`src/core/mmdec_pkg.sv`:
```
/*
  package of the memory map decoder: address regions, register offsets,
  field positions, reset values and the bus carriers.
  assumes a single 8-bit cpu core with 16-bit code and data addresses.
*/
// Operation
// - code and data spaces are separate 64 KB spaces decoded independently
// - code addresses 0x8000 to 0xffff select the flash after reset
// - data addresses 0x8000 to 0xffff select the flash after reset
// - data space has register regions 0x0000-0x003f, 0x0f00-0x0fff, 0x0e40-0x0eff
// - data addresses 0x0040 to 0x083f select the ram after reset
// - boot rom stays unmapped after reset until enabled and committed
// - active boot select maps boot rom at 0x1000-0x17ff in both spaces
// - only the first 2 KB of boot rom are visible outside serial prom mode
// - unmapped boot window reads 0xff in data space
// - control writes are buffered and copied to active only on commit code 0xd5
// - commit register is write only; any other value commits nothing
// - the active control value is readable through a separate view register
package mmdec_pkg;

  // ==========================================================================
  // address regions
  localparam logic [15:0] FLASH_LO   = 16'h8000;
  localparam logic [15:0] FLASH_HI   = 16'hffff;
  localparam logic [15:0] SFR1_LO    = 16'h0000;
  localparam logic [15:0] SFR1_HI    = 16'h003f;
  localparam logic [15:0] SFR2_LO    = 16'h0f00;
  localparam logic [15:0] SFR2_HI    = 16'h0fff;
  localparam logic [15:0] SFR3_LO    = 16'h0e40;
  localparam logic [15:0] SFR3_HI    = 16'h0eff;
  localparam logic [15:0] RAM_LO     = 16'h0040;
  localparam logic [15:0] RAM_HI     = 16'h083f;
  localparam logic [15:0] BOOT_LO    = 16'h1000;
  localparam logic [15:0] BOOT_HI    = 16'h17ff;

  // ==========================================================================
  // registers
  localparam logic [15:0] CTRL_BUF_OFS = 16'h0fd0;
  localparam logic [15:0] COMMIT_OFS   = 16'h0fd1;
  localparam logic [15:0] VIEW_OFS     = 16'h0fd2;
  localparam logic [7:0]  CTRL_RESET   = 8'h40;
  localparam logic [7:0]  COMMIT_CODE  = 8'hd5;
  localparam logic [7:0]  UNMAPPED_RD  = 8'hff;
  localparam int          BOOT_SEL_BIT = 1;

  // ==========================================================================
  // decode result
  typedef enum logic [2:0] {
    MMDEC_NONE  = 3'b000,
    MMDEC_FLASH = 3'b001,
    MMDEC_RAM   = 3'b010,
    MMDEC_SFR   = 3'b011,
    MMDEC_BOOT  = 3'b100
  } mmdec_region_e;

  typedef struct packed {
    logic [15:0] addr;
    logic [7:0]  wdata;
    logic        rd;
    logic        wr;
  } mmdec_data_req_s;

  typedef struct packed {
    mmdec_region_e region;
    logic [15:0]   offset;
  } mmdec_sel_s;

endpackage : mmdec_pkg

```
`src/core/mmdec_top.sv`:
```
/*
  memory map decoder: selects flash and the boot rom window for the fetch bus, and
  flash, ram, register regions and the boot rom window for the data bus, and holds the double-buffered boot
  mapping control with its commit and view registers.
  assumes cpu buses synchronous to sys_clk; read data of the memories arrives
  on the same clock and is steered back through this block.
*/
`timescale 1ns/1ps
module mmdec_top #(
  parameter int BOOT_WIN_BYTES = 2048
) (
  // clock and reset
  input  wire logic                       sys_clk,
  input  wire logic                       resetn,
  // mode strap
  input  wire logic                       serial_prom_mode,
  // code fetch bus
  input  wire logic [15:0]                code_addr,
  // data bus
  input  wire mmdec_pkg::mmdec_data_req_s data_req,
  // memory and register region read data
  input  wire logic [7:0]                 mem_rdata,
  // selections
  output logic                            code_sel_flash_q,
  output logic                            code_sel_boot_q,
  output mmdec_pkg::mmdec_sel_s           data_sel_q,
  output logic                            data_wr_q,
  output logic                            data_rd_q,
  output logic [7:0]                      data_wdata_q,
  // read data to core and control state
  output logic [7:0]                      data_rdata_q,
  output logic [7:0]                      ctrl_active_q
);

  // ==========================================================================
  // decode helpers
  function automatic logic in_range(input logic [15:0] a, input logic [15:0] lo,
                                    input logic [15:0] hi);
    in_range = (a >= lo) && (a <= hi);
  endfunction : in_range

  function automatic logic in_boot(input logic [15:0] a, input logic serial_mode);
    logic [15:0] hi;
    hi = serial_mode ? mmdec_pkg::BOOT_HI :
         16'(mmdec_pkg::BOOT_LO + 16'(BOOT_WIN_BYTES) - 16'h0001);
    in_boot = in_range(a, mmdec_pkg::BOOT_LO, hi);
  endfunction : in_boot

  // ==========================================================================
  // strap synchroniser
  logic mode_meta_q;
  logic mode_q;
  always_ff @(posedge sys_clk or negedge resetn) begin
    if (!resetn) begin
      mode_meta_q <= 1'b0;
      mode_q      <= 1'b0;
    end else begin
      mode_meta_q <= serial_prom_mode;
      mode_q      <= mode_meta_q;
    end
  end

  // ==========================================================================
  // control registers
  logic [7:0] ctrl_buf_q;
  logic       wr_buf;
  logic       wr_commit;
  assign wr_buf    = data_req.wr && (data_req.addr == mmdec_pkg::CTRL_BUF_OFS);
  assign wr_commit = data_req.wr && (data_req.addr == mmdec_pkg::COMMIT_OFS);

  always_ff @(posedge sys_clk or negedge resetn) begin
    if (!resetn) begin
      ctrl_buf_q <= mmdec_pkg::CTRL_RESET;
    end else if (wr_buf) begin
      ctrl_buf_q <= data_req.wdata;
    end
  end

  // commit register holds no state; only the code has an effect
  always_ff @(posedge sys_clk or negedge resetn) begin
    if (!resetn) begin
      ctrl_active_q <= mmdec_pkg::CTRL_RESET;
    end else if (wr_commit && (data_req.wdata == mmdec_pkg::COMMIT_CODE)) begin
      ctrl_active_q <= ctrl_buf_q;
    end
  end

  logic boot_on;
  assign boot_on = ctrl_active_q[mmdec_pkg::BOOT_SEL_BIT];

  // ==========================================================================
  // code space decode
  always_ff @(posedge sys_clk or negedge resetn) begin
    if (!resetn) begin
      code_sel_flash_q <= 1'b0;
      code_sel_boot_q  <= 1'b0;
    end else begin
      code_sel_flash_q <= in_range(code_addr, mmdec_pkg::FLASH_LO, mmdec_pkg::FLASH_HI);
      code_sel_boot_q  <= boot_on && in_boot(code_addr, mode_q);
    end
  end

  // ==========================================================================
  // data space decode
  mmdec_pkg::mmdec_region_e data_region;
  logic [15:0]              data_ofs;
  logic                     reg_hit;
  always_comb begin
    data_region = mmdec_pkg::MMDEC_NONE;
    data_ofs    = 16'h0000;
    if (in_range(data_req.addr, mmdec_pkg::FLASH_LO, mmdec_pkg::FLASH_HI)) begin
      data_region = mmdec_pkg::MMDEC_FLASH;
      data_ofs    = 16'(data_req.addr - mmdec_pkg::FLASH_LO);
    end else if (in_range(data_req.addr, mmdec_pkg::SFR1_LO, mmdec_pkg::SFR1_HI) ||
                 in_range(data_req.addr, mmdec_pkg::SFR2_LO, mmdec_pkg::SFR2_HI) ||
                 in_range(data_req.addr, mmdec_pkg::SFR3_LO, mmdec_pkg::SFR3_HI)) begin
      data_region = mmdec_pkg::MMDEC_SFR;
      data_ofs    = data_req.addr;
    end else if (in_range(data_req.addr, mmdec_pkg::RAM_LO, mmdec_pkg::RAM_HI)) begin
      data_region = mmdec_pkg::MMDEC_RAM;
      data_ofs    = 16'(data_req.addr - mmdec_pkg::RAM_LO);
    end else if (boot_on && in_boot(data_req.addr, mode_q)) begin
      data_region = mmdec_pkg::MMDEC_BOOT;
      data_ofs    = 16'(data_req.addr - mmdec_pkg::BOOT_LO);
    end
  end

  // block's own registers are served here and not forwarded
  assign reg_hit = (data_req.addr == mmdec_pkg::CTRL_BUF_OFS) ||
                   (data_req.addr == mmdec_pkg::COMMIT_OFS) ||
                   (data_req.addr == mmdec_pkg::VIEW_OFS);

  always_ff @(posedge sys_clk or negedge resetn) begin
    if (!resetn) begin
      data_sel_q   <= '{region: mmdec_pkg::MMDEC_NONE, offset: 16'h0000};
      data_wr_q    <= 1'b0;
      data_rd_q    <= 1'b0;
      data_wdata_q <= 8'h00;
    end else begin
      data_sel_q   <= '{region: data_region, offset: data_ofs};
      data_wr_q    <= data_req.wr && !reg_hit && (data_region != mmdec_pkg::MMDEC_NONE);
      data_rd_q    <= data_req.rd && !reg_hit && (data_region != mmdec_pkg::MMDEC_NONE);
      data_wdata_q <= data_req.wdata;
    end
  end

  // ==========================================================================
  // read data: local registers answer two cycles after the request, as memory reads do
  logic       local_rd_q;
  logic [7:0] local_data_q;
  logic       ff_rd_q;
  always_ff @(posedge sys_clk or negedge resetn) begin
    if (!resetn) begin
      local_rd_q   <= 1'b0;
      local_data_q <= 8'h00;
      ff_rd_q      <= 1'b0;
    end else begin
      local_rd_q <= data_req.rd && reg_hit;
      if (data_req.addr == mmdec_pkg::VIEW_OFS) begin
        local_data_q <= ctrl_active_q;
      end else if (data_req.addr == mmdec_pkg::CTRL_BUF_OFS) begin
        local_data_q <= ctrl_buf_q;
      end else begin
        local_data_q <= 8'h00;
      end
      ff_rd_q <= data_req.rd && !reg_hit && (data_region == mmdec_pkg::MMDEC_NONE) &&
                 in_range(data_req.addr, mmdec_pkg::BOOT_LO, mmdec_pkg::BOOT_HI);
    end
  end

  always_ff @(posedge sys_clk or negedge resetn) begin
    if (!resetn) begin
      data_rdata_q <= 8'h00;
    end else if (local_rd_q) begin
      data_rdata_q <= local_data_q;
    end else if (ff_rd_q) begin
      data_rdata_q <= mmdec_pkg::UNMAPPED_RD;
    end else if (data_rd_q) begin
      data_rdata_q <= mem_rdata;
    end
  end

endmodule : mmdec_top

```
`config.mk`:
```
export PLATFORM = sky130hd
export DESIGN_NAME = mmdec_top
export DESIGN_NICKNAME = d
export VERILOG_FILES = /design/src/core/mmdec_pkg.sv /design/src/core/mmdec_top.sv
export SDC_FILE = /design/constraint.sdc
export NUM_CORES = 1
export LEC_CHECK = 0
export ABC_CLOCK_PERIOD_IN_PS = 1400
export BUFFER_PORTS_ARGS = -buffer_cell sky130_fd_sc_hd__buf_2
export CAP_MARGIN = 20
export CORE_ASPECT_RATIO = 1.4
export CORE_MARGIN = 4
export CORE_UTILIZATION = 40
export DETAILED_ROUTE_END_ITERATION = 6
export GPL_ROUTABILITY_DRIVEN = 1
export PLACE_DENSITY = 0.66
export RECOVER_POWER = 100
export SETUP_SLACK_MARGIN = 0.2
export SKIP_LAST_GASP = 1
export SYNTH_ARGS = -nofsm -noshare
export SYNTH_HDL_FRONTEND = slang
export SYNTH_SLANG_ARGS = --single-unit
```
`constraint.sdc`:
```
create_clock -name sys_clk -period 1.4 [get_ports sys_clk]
set_input_delay 0.28 -clock sys_clk [delete_from_list [all_inputs] [get_ports sys_clk]]
set_output_delay 0.28 -clock sys_clk [all_outputs]
set_load 0.1 [all_outputs]
```
== Word level (Yosys, flattened, before mapping) ==
Index checks and enable logic that the tools add are counted.
Cells by class
  add/subtract/negate cells: 3
  order comparisons: 16
  equality and inequality tests: 4
  muxes and demuxes: 13
  reduce and logical (&&, ||, !) cells: 28
Operator list (count)
  2-to-1 mux 16 bit: 4
  equality test 16 x 12 -> 1 bit, second input constant: 3
  <= comparator 16 x 12 -> 1 bit, second input constant: 3
  2-to-1 mux 8 bit: 5
  >= comparator 16 x 12 -> 1 bit, second input constant: 2
  >= comparator 16 x 13 -> 1 bit, second input constant: 2
  >= comparator 16 bit, second input constant: 2
  <= comparator 16 x 13 -> 1 bit, second input constant: 2
  <= comparator 16 bit, second input constant: 2
  logical AND 1 bit: 20
  >= comparator 16 x 1 -> 1 bit, second input constant: 1
  >= comparator 16 x 7 -> 1 bit, second input constant: 1
  <= comparator 16 x 6 -> 1 bit, second input constant: 1
  subtractor 16 x 13 -> 16 bit, second input constant: 1
  subtractor 16 bit, second input constant: 1
  subtractor 16 x 7 -> 16 bit, second input constant: 1
  2-to-1 mux 3 bit: 4
  equality test 8 bit, second input constant: 1
  nonzero test 3 bit: 2
  logical OR 1 bit: 4
  logical NOT 3 bit: 1
  logical NOT 1 bit: 1
Storage, ports and cells
  flip-flop bits (word level): 65
  input bits: 53
  output and inout bits: 47
  logic and storage cells: 77

== Depth between registers and ports, before layout ==
Gate-level depths: netlist (run 1).
  depth in word-level cells: 10
  depth in mapped cells: 9
  gate-level depth less buffers: 8

== Worst setup path before layout (run 1) ==
Ideal clock, no wire load.
  kind: input port to flip-flop
  start: in data_req[23] in the netlist's numbering
  end: reg data_sel_q[12] in the netlist's numbering
  setup time: 0.125 ns
  arrival time: 2.261 ns
  data required time: 1.275 ns
  path slack: -0.986 ns
  stages: 7
  buffers on the path: 0
  cells stage by stage: inv_1 ha_1 or2b_1 o211a_4 or3_4 a2111oi_4 mux2_4
On the way
  cells in the longest elaborated chain, start to end: 7
  elaborated cells between the ends (all ways): 25
  those cells by class: order compare: 12; mux: 4; reduce/logical: 9
Ends and longest elaborated chain
  start, declared: RTL line mmdec_top.sv:20  | input wire mmdec_pkg::mmdec_data_req_s data_req,
  >= comparator 16 x 13 -> 1 bit / <= comparator 16 x 13 -> 1 bit (equally long branches): RTL line mmdec_top.sv:39  | in_range = (a >= lo) && (a <= hi);
  logical AND 1 bit: RTL line mmdec_top.sv:39
  logical AND 1 bit: RTL line mmdec_top.sv:122  | end else if (boot_on && in_boot(data_req.addr, mode_q)) begin
  2-to-1 mux 16 bit: RTL line mmdec_top.sv:122
  2-to-1 mux 16 bit: RTL line mmdec_top.sv:119  | end else if (in_range(data_req.addr, mmdec_pkg::RAM_LO, mmdec_pkg::RAM_HI)) begin
  2-to-1 mux 16 bit: RTL line mmdec_top.sv:114  | end else if (in_range(data_req.addr, mmdec_pkg::SFR1_LO, mmdec_pkg::SFR1_HI) ||
  2-to-1 mux 16 bit *: RTL line mmdec_top.sv:111  | if (in_range(data_req.addr, mmdec_pkg::FLASH_LO, mmdec_pkg::FLASH_HI)) begin
  net data_ofs[12]: RTL line mmdec_top.sv:106  | logic [15:0] data_ofs;
  end signal, assigned: RTL line mmdec_top.sv:135  | data_sel_q <= '{region: mmdec_pkg::MMDEC_NONE, offset: 16'h0000};
  end signal, assigned: RTL line mmdec_top.sv:140  | data_sel_q <= '{region: data_region, offset: data_ofs};
  end, declared: RTL line mmdec_top.sv:26  | output mmdec_pkg::mmdec_sel_s data_sel_q,
Mark *: on every way through the listed nets, which the timed path passes. The rest lies on a longest branch.
A chain may end at the register's enable or synchronous reset.

== Final worst setup path (run 1) ==
  start: in data_req[23] in the netlist's numbering
  end: reg data_sel_q[15] in the netlist's numbering
The elaborated chain is that of the path after synthesis.

==> results.cfg, run 1 <==
[floorplanning]
start_util_pct = 41.1
dieArea_um2 = 9100
ioPinCount = 100
die_h_um = 111
fp-row-count = 37
die-width_um = 81.8
core_um2 = 7410

[setup_path]
r2r_end = data_sel_q[13]
r2r_slack_ps = -140
path_max_fanout = 5
cp_data_required_time_ps = 1620
worstSetupStartpointType = primary input
cp.arrival_ps = 2230
rr_startpoint = ctrl_active_q[1]
crit_type = primary input to flop
r2r_cells = 5
end_kind = flop

[sta]
slew_violations = 0
rsz0062_at_grt = true
worst_slack_ps = -615
period_needed_ps = 2020
hold_viol = 0
finalHoldWorstSlack_ps = 63.4
post-route-period-util_pct = 144
fmax_mhz = 496
max_slew_margin_pct = 42.5
fin_skew_ps = 6.87
tightest_slew_ps = 862
setup_viol = 48

[global_route]
antenna_found_initial = 0
grt_pass1_wl_mm = 14.9
overflow = 0
grt_max_degree = 66
grt_pass1_vias = 2964
track_usage_pct = 21.5

[logic_synthesis]
seq_area_frac_synth_pct = 53.4
synth.area.mux_share_pct = 7.14
ys_ff_latch = 65
synthAdderAreaFrac_pct = 2.87
postSynth.asyncResetShare_pct = 100
yosys_warnings = 0
synth_edf_count = 0
syn_nets = 316
synthXorXnorAreaFrac_pct = 0
synth_area_leader_cell = dfrtp_1
avgSynthCellArea_um2 = 11.9
yosys.area_share.simple_pct = 17.4
netlist_area_um2 = 3050
synth.top_cell.area_share_pct = 51.7
synthCells = 256
synth_compound_area_share_pct = 16.5
synth_area_leaders = dfrtp_1 (52%), mux2_2 (6.7%), a22o_1 (3.4%)
synth_top_family_by_area = simple AND/OR/NAND/NOR gates
ys_types = 54
synth_ff_type = dfrtp_1

[place]
post-place-cells = 491
port_buffers = 87
routabilityCongestion = 0.886
hpwl_mm = 6.10
pre_cts_slack_ps = -978

[min_path]
holdPathStages = 1
min_path_type = primary input to flop
hp-start = code_addr[15]
holdPathEnd = code_sel_flash_q

[power_and_ir_drop]
powerDensity_nw_per_um2 = 1000
vdd_drop_max_v = 0.000643
post-layout-total-power_w = 0.00493
cellLeakagePower_nw = 2.33

[drt]
route.detailed.drc = 0
routed_wl_mm = 9.41
drt_iter0_markers = 158
wire_per_inst_um = 17.7
drtAntennaViolNets = 0
vias = 2769
via_per_inst = 5.22
drtPass1Iterations = 4

[final_layout]
finalNonFillerCells = 530
final_nets = 488
post_route_cells_drive_above_1_share_pct = 59.1
area_delta_synth_final_pct = 61.1
fillerInstances = 588
diodes = 0

[cts]
insertion_delay_ps = 340
cts_buffer_depth = 2
cts_sinks = 65
clkTransAtPathRegs_ps = 70
cts_root_buffer = clkbuf_8
cts_tree = yes
ctsHtreeMaxLevel = 3
cts_buffers = 9

[run_status]
outcome = finished, violations left
violations = setup timing

[job]
cap_viol_max_count = 0
cells in the mapped netlist (all sizes together), types with 3 or more instances:
| library cell | instances |
|---|---|
| and2 | 4 |
| nand3 | 5 |
| nor3 | 11 |
| a2111oi | 3 |
| buf | 5 |
| nor2b | 10 |
| nor2 | 8 |
| nand2 | 15 |
| ha | 7 |
| and4 | 5 |
| a211oi | 8 |
| nand4 | 3 |
| clkbuf | 6 |
| and3 | 3 |
| inv | 9 |
| o21ai | 11 |
| a21boi | 6 |
| mux2 | 19 |
| a22o | 12 |
| dfrtp | 63 |
| nor4 | 3 |
stage by stage:
step / cell area [µm²] / TNS, ps / utilization, %
after floorplan: 3250 / -27280 / -
after global placement: 4350 / -37080 / 58.8
after detailed placement: 4350 / -37840 / 58.8
after CTS: 5180 / -18200 / 70.0
after global routing: 4910 / -27450 / 66.3
final: 4910 / -20250 / 66.3
state kept, by name (all words and copies together), names as in the netlist:
name              flops
ctrl_active_q         8
ff_rd_q               1
code_sel_boot_q       1
code_sel_flash_q      1
local_rd_q            1
data_wdata_q          8
local_data_q          8
data_rdata_q          8
data_rd_q             1
data_wr_q             1
ctrl_buf_q            8
data_sel_q           19
report_power, final:
part / internal (W) / switching [W]
clock network: 0.000872 / 0.000728
registers: 0.00197 / 0.0000352
logic: 0.000380 / 0.000949
total: 0.00322 / 0.00171
worst max-delay path by stage:
stage / from / endpoint
2_1_floorplan: data_req[23] / data_sel_q[12]
3_3_place_gp: data_req[23] / data_sel_q[11]
3_5_place_dp: data_req[23] / data_sel_q[5]
4_1_cts: data_req[23] / data_sel_q[11]
5_1_grt: data_req[23] / data_sel_q[12]
6_report: data_req[23] / data_sel_q[15]
cell type report:
| type | instances | area, µm² | area share [%] |
|---|---|---|---|
| flip-flops and latches | 65 | 1650 | 33.5 |
| multi-input cells | 171 | 1600 | 32.6 |
| repair buffers | 172 | 1310 | 26.6 |
| clock buffers | 12 | 145 | 2.96 |
| well taps | 97 | 121 | 2.47 |
| clock inverters | 4 | 52.6 | 1.07 |
| inverters | 9 | 40.0 | 0.815 |
routing by layer:
layer	up-vias	routed length, µm	GRT usage, %
met4	0	255	9.87
met2	87	4780	34.1
met3	19	540	4.88
met1	1356	3840	27.5
met5	-	0	0
li1	1307	-	-
cell usage in the layout, fill, tap and decap left out, types with 9 or more instances in the layout:
| cell type | n |
|---|---|
| buf_4 | 79 |
| dfrtp_1 | 52 |
| buf_2 | 35 |
| clkbuf_4 | 30 |
| buf_6 | 15 |
| nand2_1 | 14 |
| a22o_1 | 12 |
| mux2_2 | 10 |
| nor2b_1 | 10 |
| clkbuf_8 | 10 |
| dfrtp_2 | 10 |
| mux2_4 | 9 |
worst max-delay path: stages:
cell	delay [ps]
buf_8	100
clkinvlp_4	120
ha_4	140
or3b_4	400
a31o_4	240
a221oi_4	500
nor4_1	150
buf_4	160
o2111a_1	150
timing repair:
item,4_1_cts,5_1_grt
pin swaps,17,12
buffers inserted,16,6
endpoints found under the setup margin,94,102
hold buffers,1,0
resized for setup,145,32
endpoints found under the hold margin,63,0
cloned,0,0
cell families after synthesis:
group                    count (synthesis)
multiplexers                            19
flip-flops                              65
buffers and inverters                   20
AND/OR/NAND/NOR                         84
adder cells (fa/ha/maj)                  7
AO/OA/AOI/OAI                           61
Power figures use the tool's default switching activity.
==> run 2, diff against run 1 <==
--- a/config.mk
+++ b/config.mk
@@ -6,14 +6,13 @@
 export NUM_CORES = 1
 export LEC_CHECK = 0
 export ABC_CLOCK_PERIOD_IN_PS = 1400
-export BUFFER_PORTS_ARGS = -buffer_cell sky130_fd_sc_hd__buf_2
 export CAP_MARGIN = 20
 export CORE_ASPECT_RATIO = 1.4
 export CORE_MARGIN = 4
 export CORE_UTILIZATION = 40
 export DETAILED_ROUTE_END_ITERATION = 6
+export DONT_BUFFER_PORTS = 1
 export GPL_ROUTABILITY_DRIVEN = 1
-export PLACE_DENSITY = 0.66
 export RECOVER_POWER = 100
 export SETUP_SLACK_MARGIN = 0.2
 export SKIP_LAST_GASP = 1
==> run 2 against run 1 <==
The flow finishes with violations (hold timing, setup timing). First-iteration DRC count fell by 35%. Sequential share of layout area grew 1.8 points. Critical path type unchanged. Wire length shrank 7.7%. Flip-flop and latch count stayed put. Clock skew rose by 0.64 ps. Maximum frequency is 9.2% higher. Clock power about the same. Cell area down 5.2%. Worst hold slack lost 440 ps. Core utilization fell by 3.4 points. Sequential power about the same. Highest routed layer unchanged. Global-route usage down 1.5 points.
==> results.cfg, run 2 (synthesized netlist as in run 1, its figures left out) <==
[setup_path]
cp_data_required_time_ps = 1630
crit_slowest_cell = or3b_4
path_cells = clkinvlp_4 > ha_4 > or3b_4 > buf_6 > a31oi_4 > a221oi_4 > a2111oi_4 > mux2_4
cp.arrival_ps = 2070
cpPeakStageDelay_ps = 410
end_kind = flop
worstSetupStartpointType = primary input
crit_type = primary input to flop
path_max_fanout = 5

[sta]
slew_violations = 0
fmax_mhz = 542
period_needed_ps = 1850
hold_viol = 65
finalHoldWorstSlack_ps = -381
max_slew_margin_pct = 69.2
setup_viol = 42
rsz0062_at_grt = true
post-route-period-util_pct = 132
worst_slack_ps = -446
fin_skew_ps = 7.52
tightest_slew_ps = 462

[power_and_ir_drop]
pwr-share-seq_pct = 41.8
internal_power_w = 0.00318
post-layout-total-power_w = 0.00479
vdd_drop_max_v = 0.000730
switching_power_w = 0.00161
powerDensity_nw_per_um2 = 1030
cellLeakagePower_nw = 2.11
swShare_pct = 33.6
clkPwrFrac_pct = 33.7
combPwrFrac_pct = 24.5

[floorplanning]
ioPinCount = 100
die_h_um = 111
start_util_pct = 41.1
fp-row-count = 37
dieArea_um2 = 9100
die-width_um = 81.8
core_um2 = 7410

[cts]
cts_tree = yes
cts_buffers = 9
clkTransAtPathRegs_ps = 70
cts_root_buffer = clkbuf_8
cts_sinks = 65
ctsHtreeMaxLevel = 3
cts_buffer_depth = 2
insertion_delay_ps = 350
hold_buffers = 10

[global_route]
grt_pass1_wl_mm = 13.6
overflow = 0
track_usage_pct = 20.0
antenna_found_initial = 0
grt_pass1_vias = 2658
grt_max_degree = 66

[final_layout]
final_cell_area_um2 = 4660
largest_register_ffs = 19
diodes = 0
final_cell_mix = buf_4 (59), dfrtp_1 (53), clkbuf_4 (27)
final_nets = 430
regMostFlops = data_sel_q
post_route_cells_drive_above_1_share_pct = 52.8
fin_util_pct = 62.9
area_delta_synth_final_pct = 52.8
final_common_cell = buf_4

[place]
routabilityCongestion = 0.848
place_area_um2 = 4000
pre_cts_slack_ps = -936
hpwl_mm = 5.80
port_buffers = 0

[drt]
routed_wl_mm = 8.69
vias = 2527
drtAntennaViolNets = 0
wire_per_inst_um = 18.4
via_per_inst = 5.35
route.detailed.drc = 0
drtPass1Iterations = 4
drt_iter0_markers = 102

[min_path]
min_path_type = primary input to asynchronous set/reset pin

[run_status]
outcome = finished, violations left
violations = hold timing, setup timing

[job]
cap_viol_max_count = 0
==> run 2: cell types whose count changed in the layout (fill, tap and decap cells not counted), moves of 2 or more <==
| cell | delta |
|---|---|
| buf_2 | -35 |
| buf_4 | -20 |
| dlygate4sd3_1 | +9 |
| clkbuf_1 | -5 |
| a211oi_1 | -3 |
| a211oi_2 | +3 |
| clkbuf_4 | -3 |
| clkinvlp_4 | -3 |
| a2111oi_4 | +2 |
| buf_8 | -2 |
| clkinv_4 | +2 |
==> run 2: routing by layer <==
| layer | global-route usage [%] | routed length, µm |
|---|---|---|
| met1 | 23.9 | 3340 |
| met2 | 32.6 | 4440 |
| met3 | 5.77 | 614 |
| met4 | 9.31 | 289 |
| met5 | 0 | 0 |
==> run 2: worst max-delay path, delay by kind of cell <==
kind                     cells  cell delay (ps)
buffers and inverters        2              240
AND/OR/NAND/NOR              1              410
AO/OA/AOI/OAI                3              670
multiplexers                 1              330
adder cells (fa/ha/maj)      1              140
==> run 2: final cells by class <==
type	count	area (µm²)
clock inverters	4	52.6
clock buffers	12	145
inverters	9	66.3
fillers	611	2750
repair buffers	114	968
flip-flops and latches	65	1640
well taps	97	121
multi-input cells	171	1660
==> run 2: timing repair <==
item	4_1_cts	5_1_grt
endpoints found under the hold margin	75	65
setup endpoints to repair	94	101
gates resized for setup	111	44
setup buffers	11	6
pin swaps	19	10
==> run 2: path summary, 6_finish.rpt <==
| check | start | to | slack (ps) | depth (start not counted) |
|---|---|---|---|---|
| max | data_req[23] | data_sel_q[12] | -450 | 8 |
| min | resetn | data_wdata_q[5] | -380 | 0 |
| max reg2reg | data_rd_q | data_rdata_q[1] | 80 | 4 |
| min reg2reg | local_data_q[6] | data_rdata_q[6] | 470 | 2 |
| max in group asynchronous | resetn | ctrl_buf_q[6] | 1600 | 0 |
| min in group sys_clk | data_req[1] | local_rd_q | 40 | 2 |
==> run 2: power groups by stage <==
stage / clock (W) / combinational, W / sequential (W)
after detailed placement: 0 / 0.00109 / 0.00205
after global placement: 0 / 0.00108 / 0.00204
after CTS: 0.00166 / 0.00124 / 0.00203
final: 0.00162 / 0.00117 / 0.00200
after global routing: 0.00177 / 0.00122 / 0.00201
after floorplan: 0 / 0.000241 / 0.00267
==> run 2: through the flow <==
| step | TNS [ps] | hold slack (ps) | std cells |
|---|---|---|---|
| final | -10800 | -381 | 472 |
| after global routing | -13150 | -405 | 472 |
| after CTS | -9390 | -400 | 466 |
| after detailed placement | -30870 | -14.4 | 429 |
| after global placement | -30720 | -14.2 | 429 |
| after floorplan | -27280 | -15.6 | 256 |
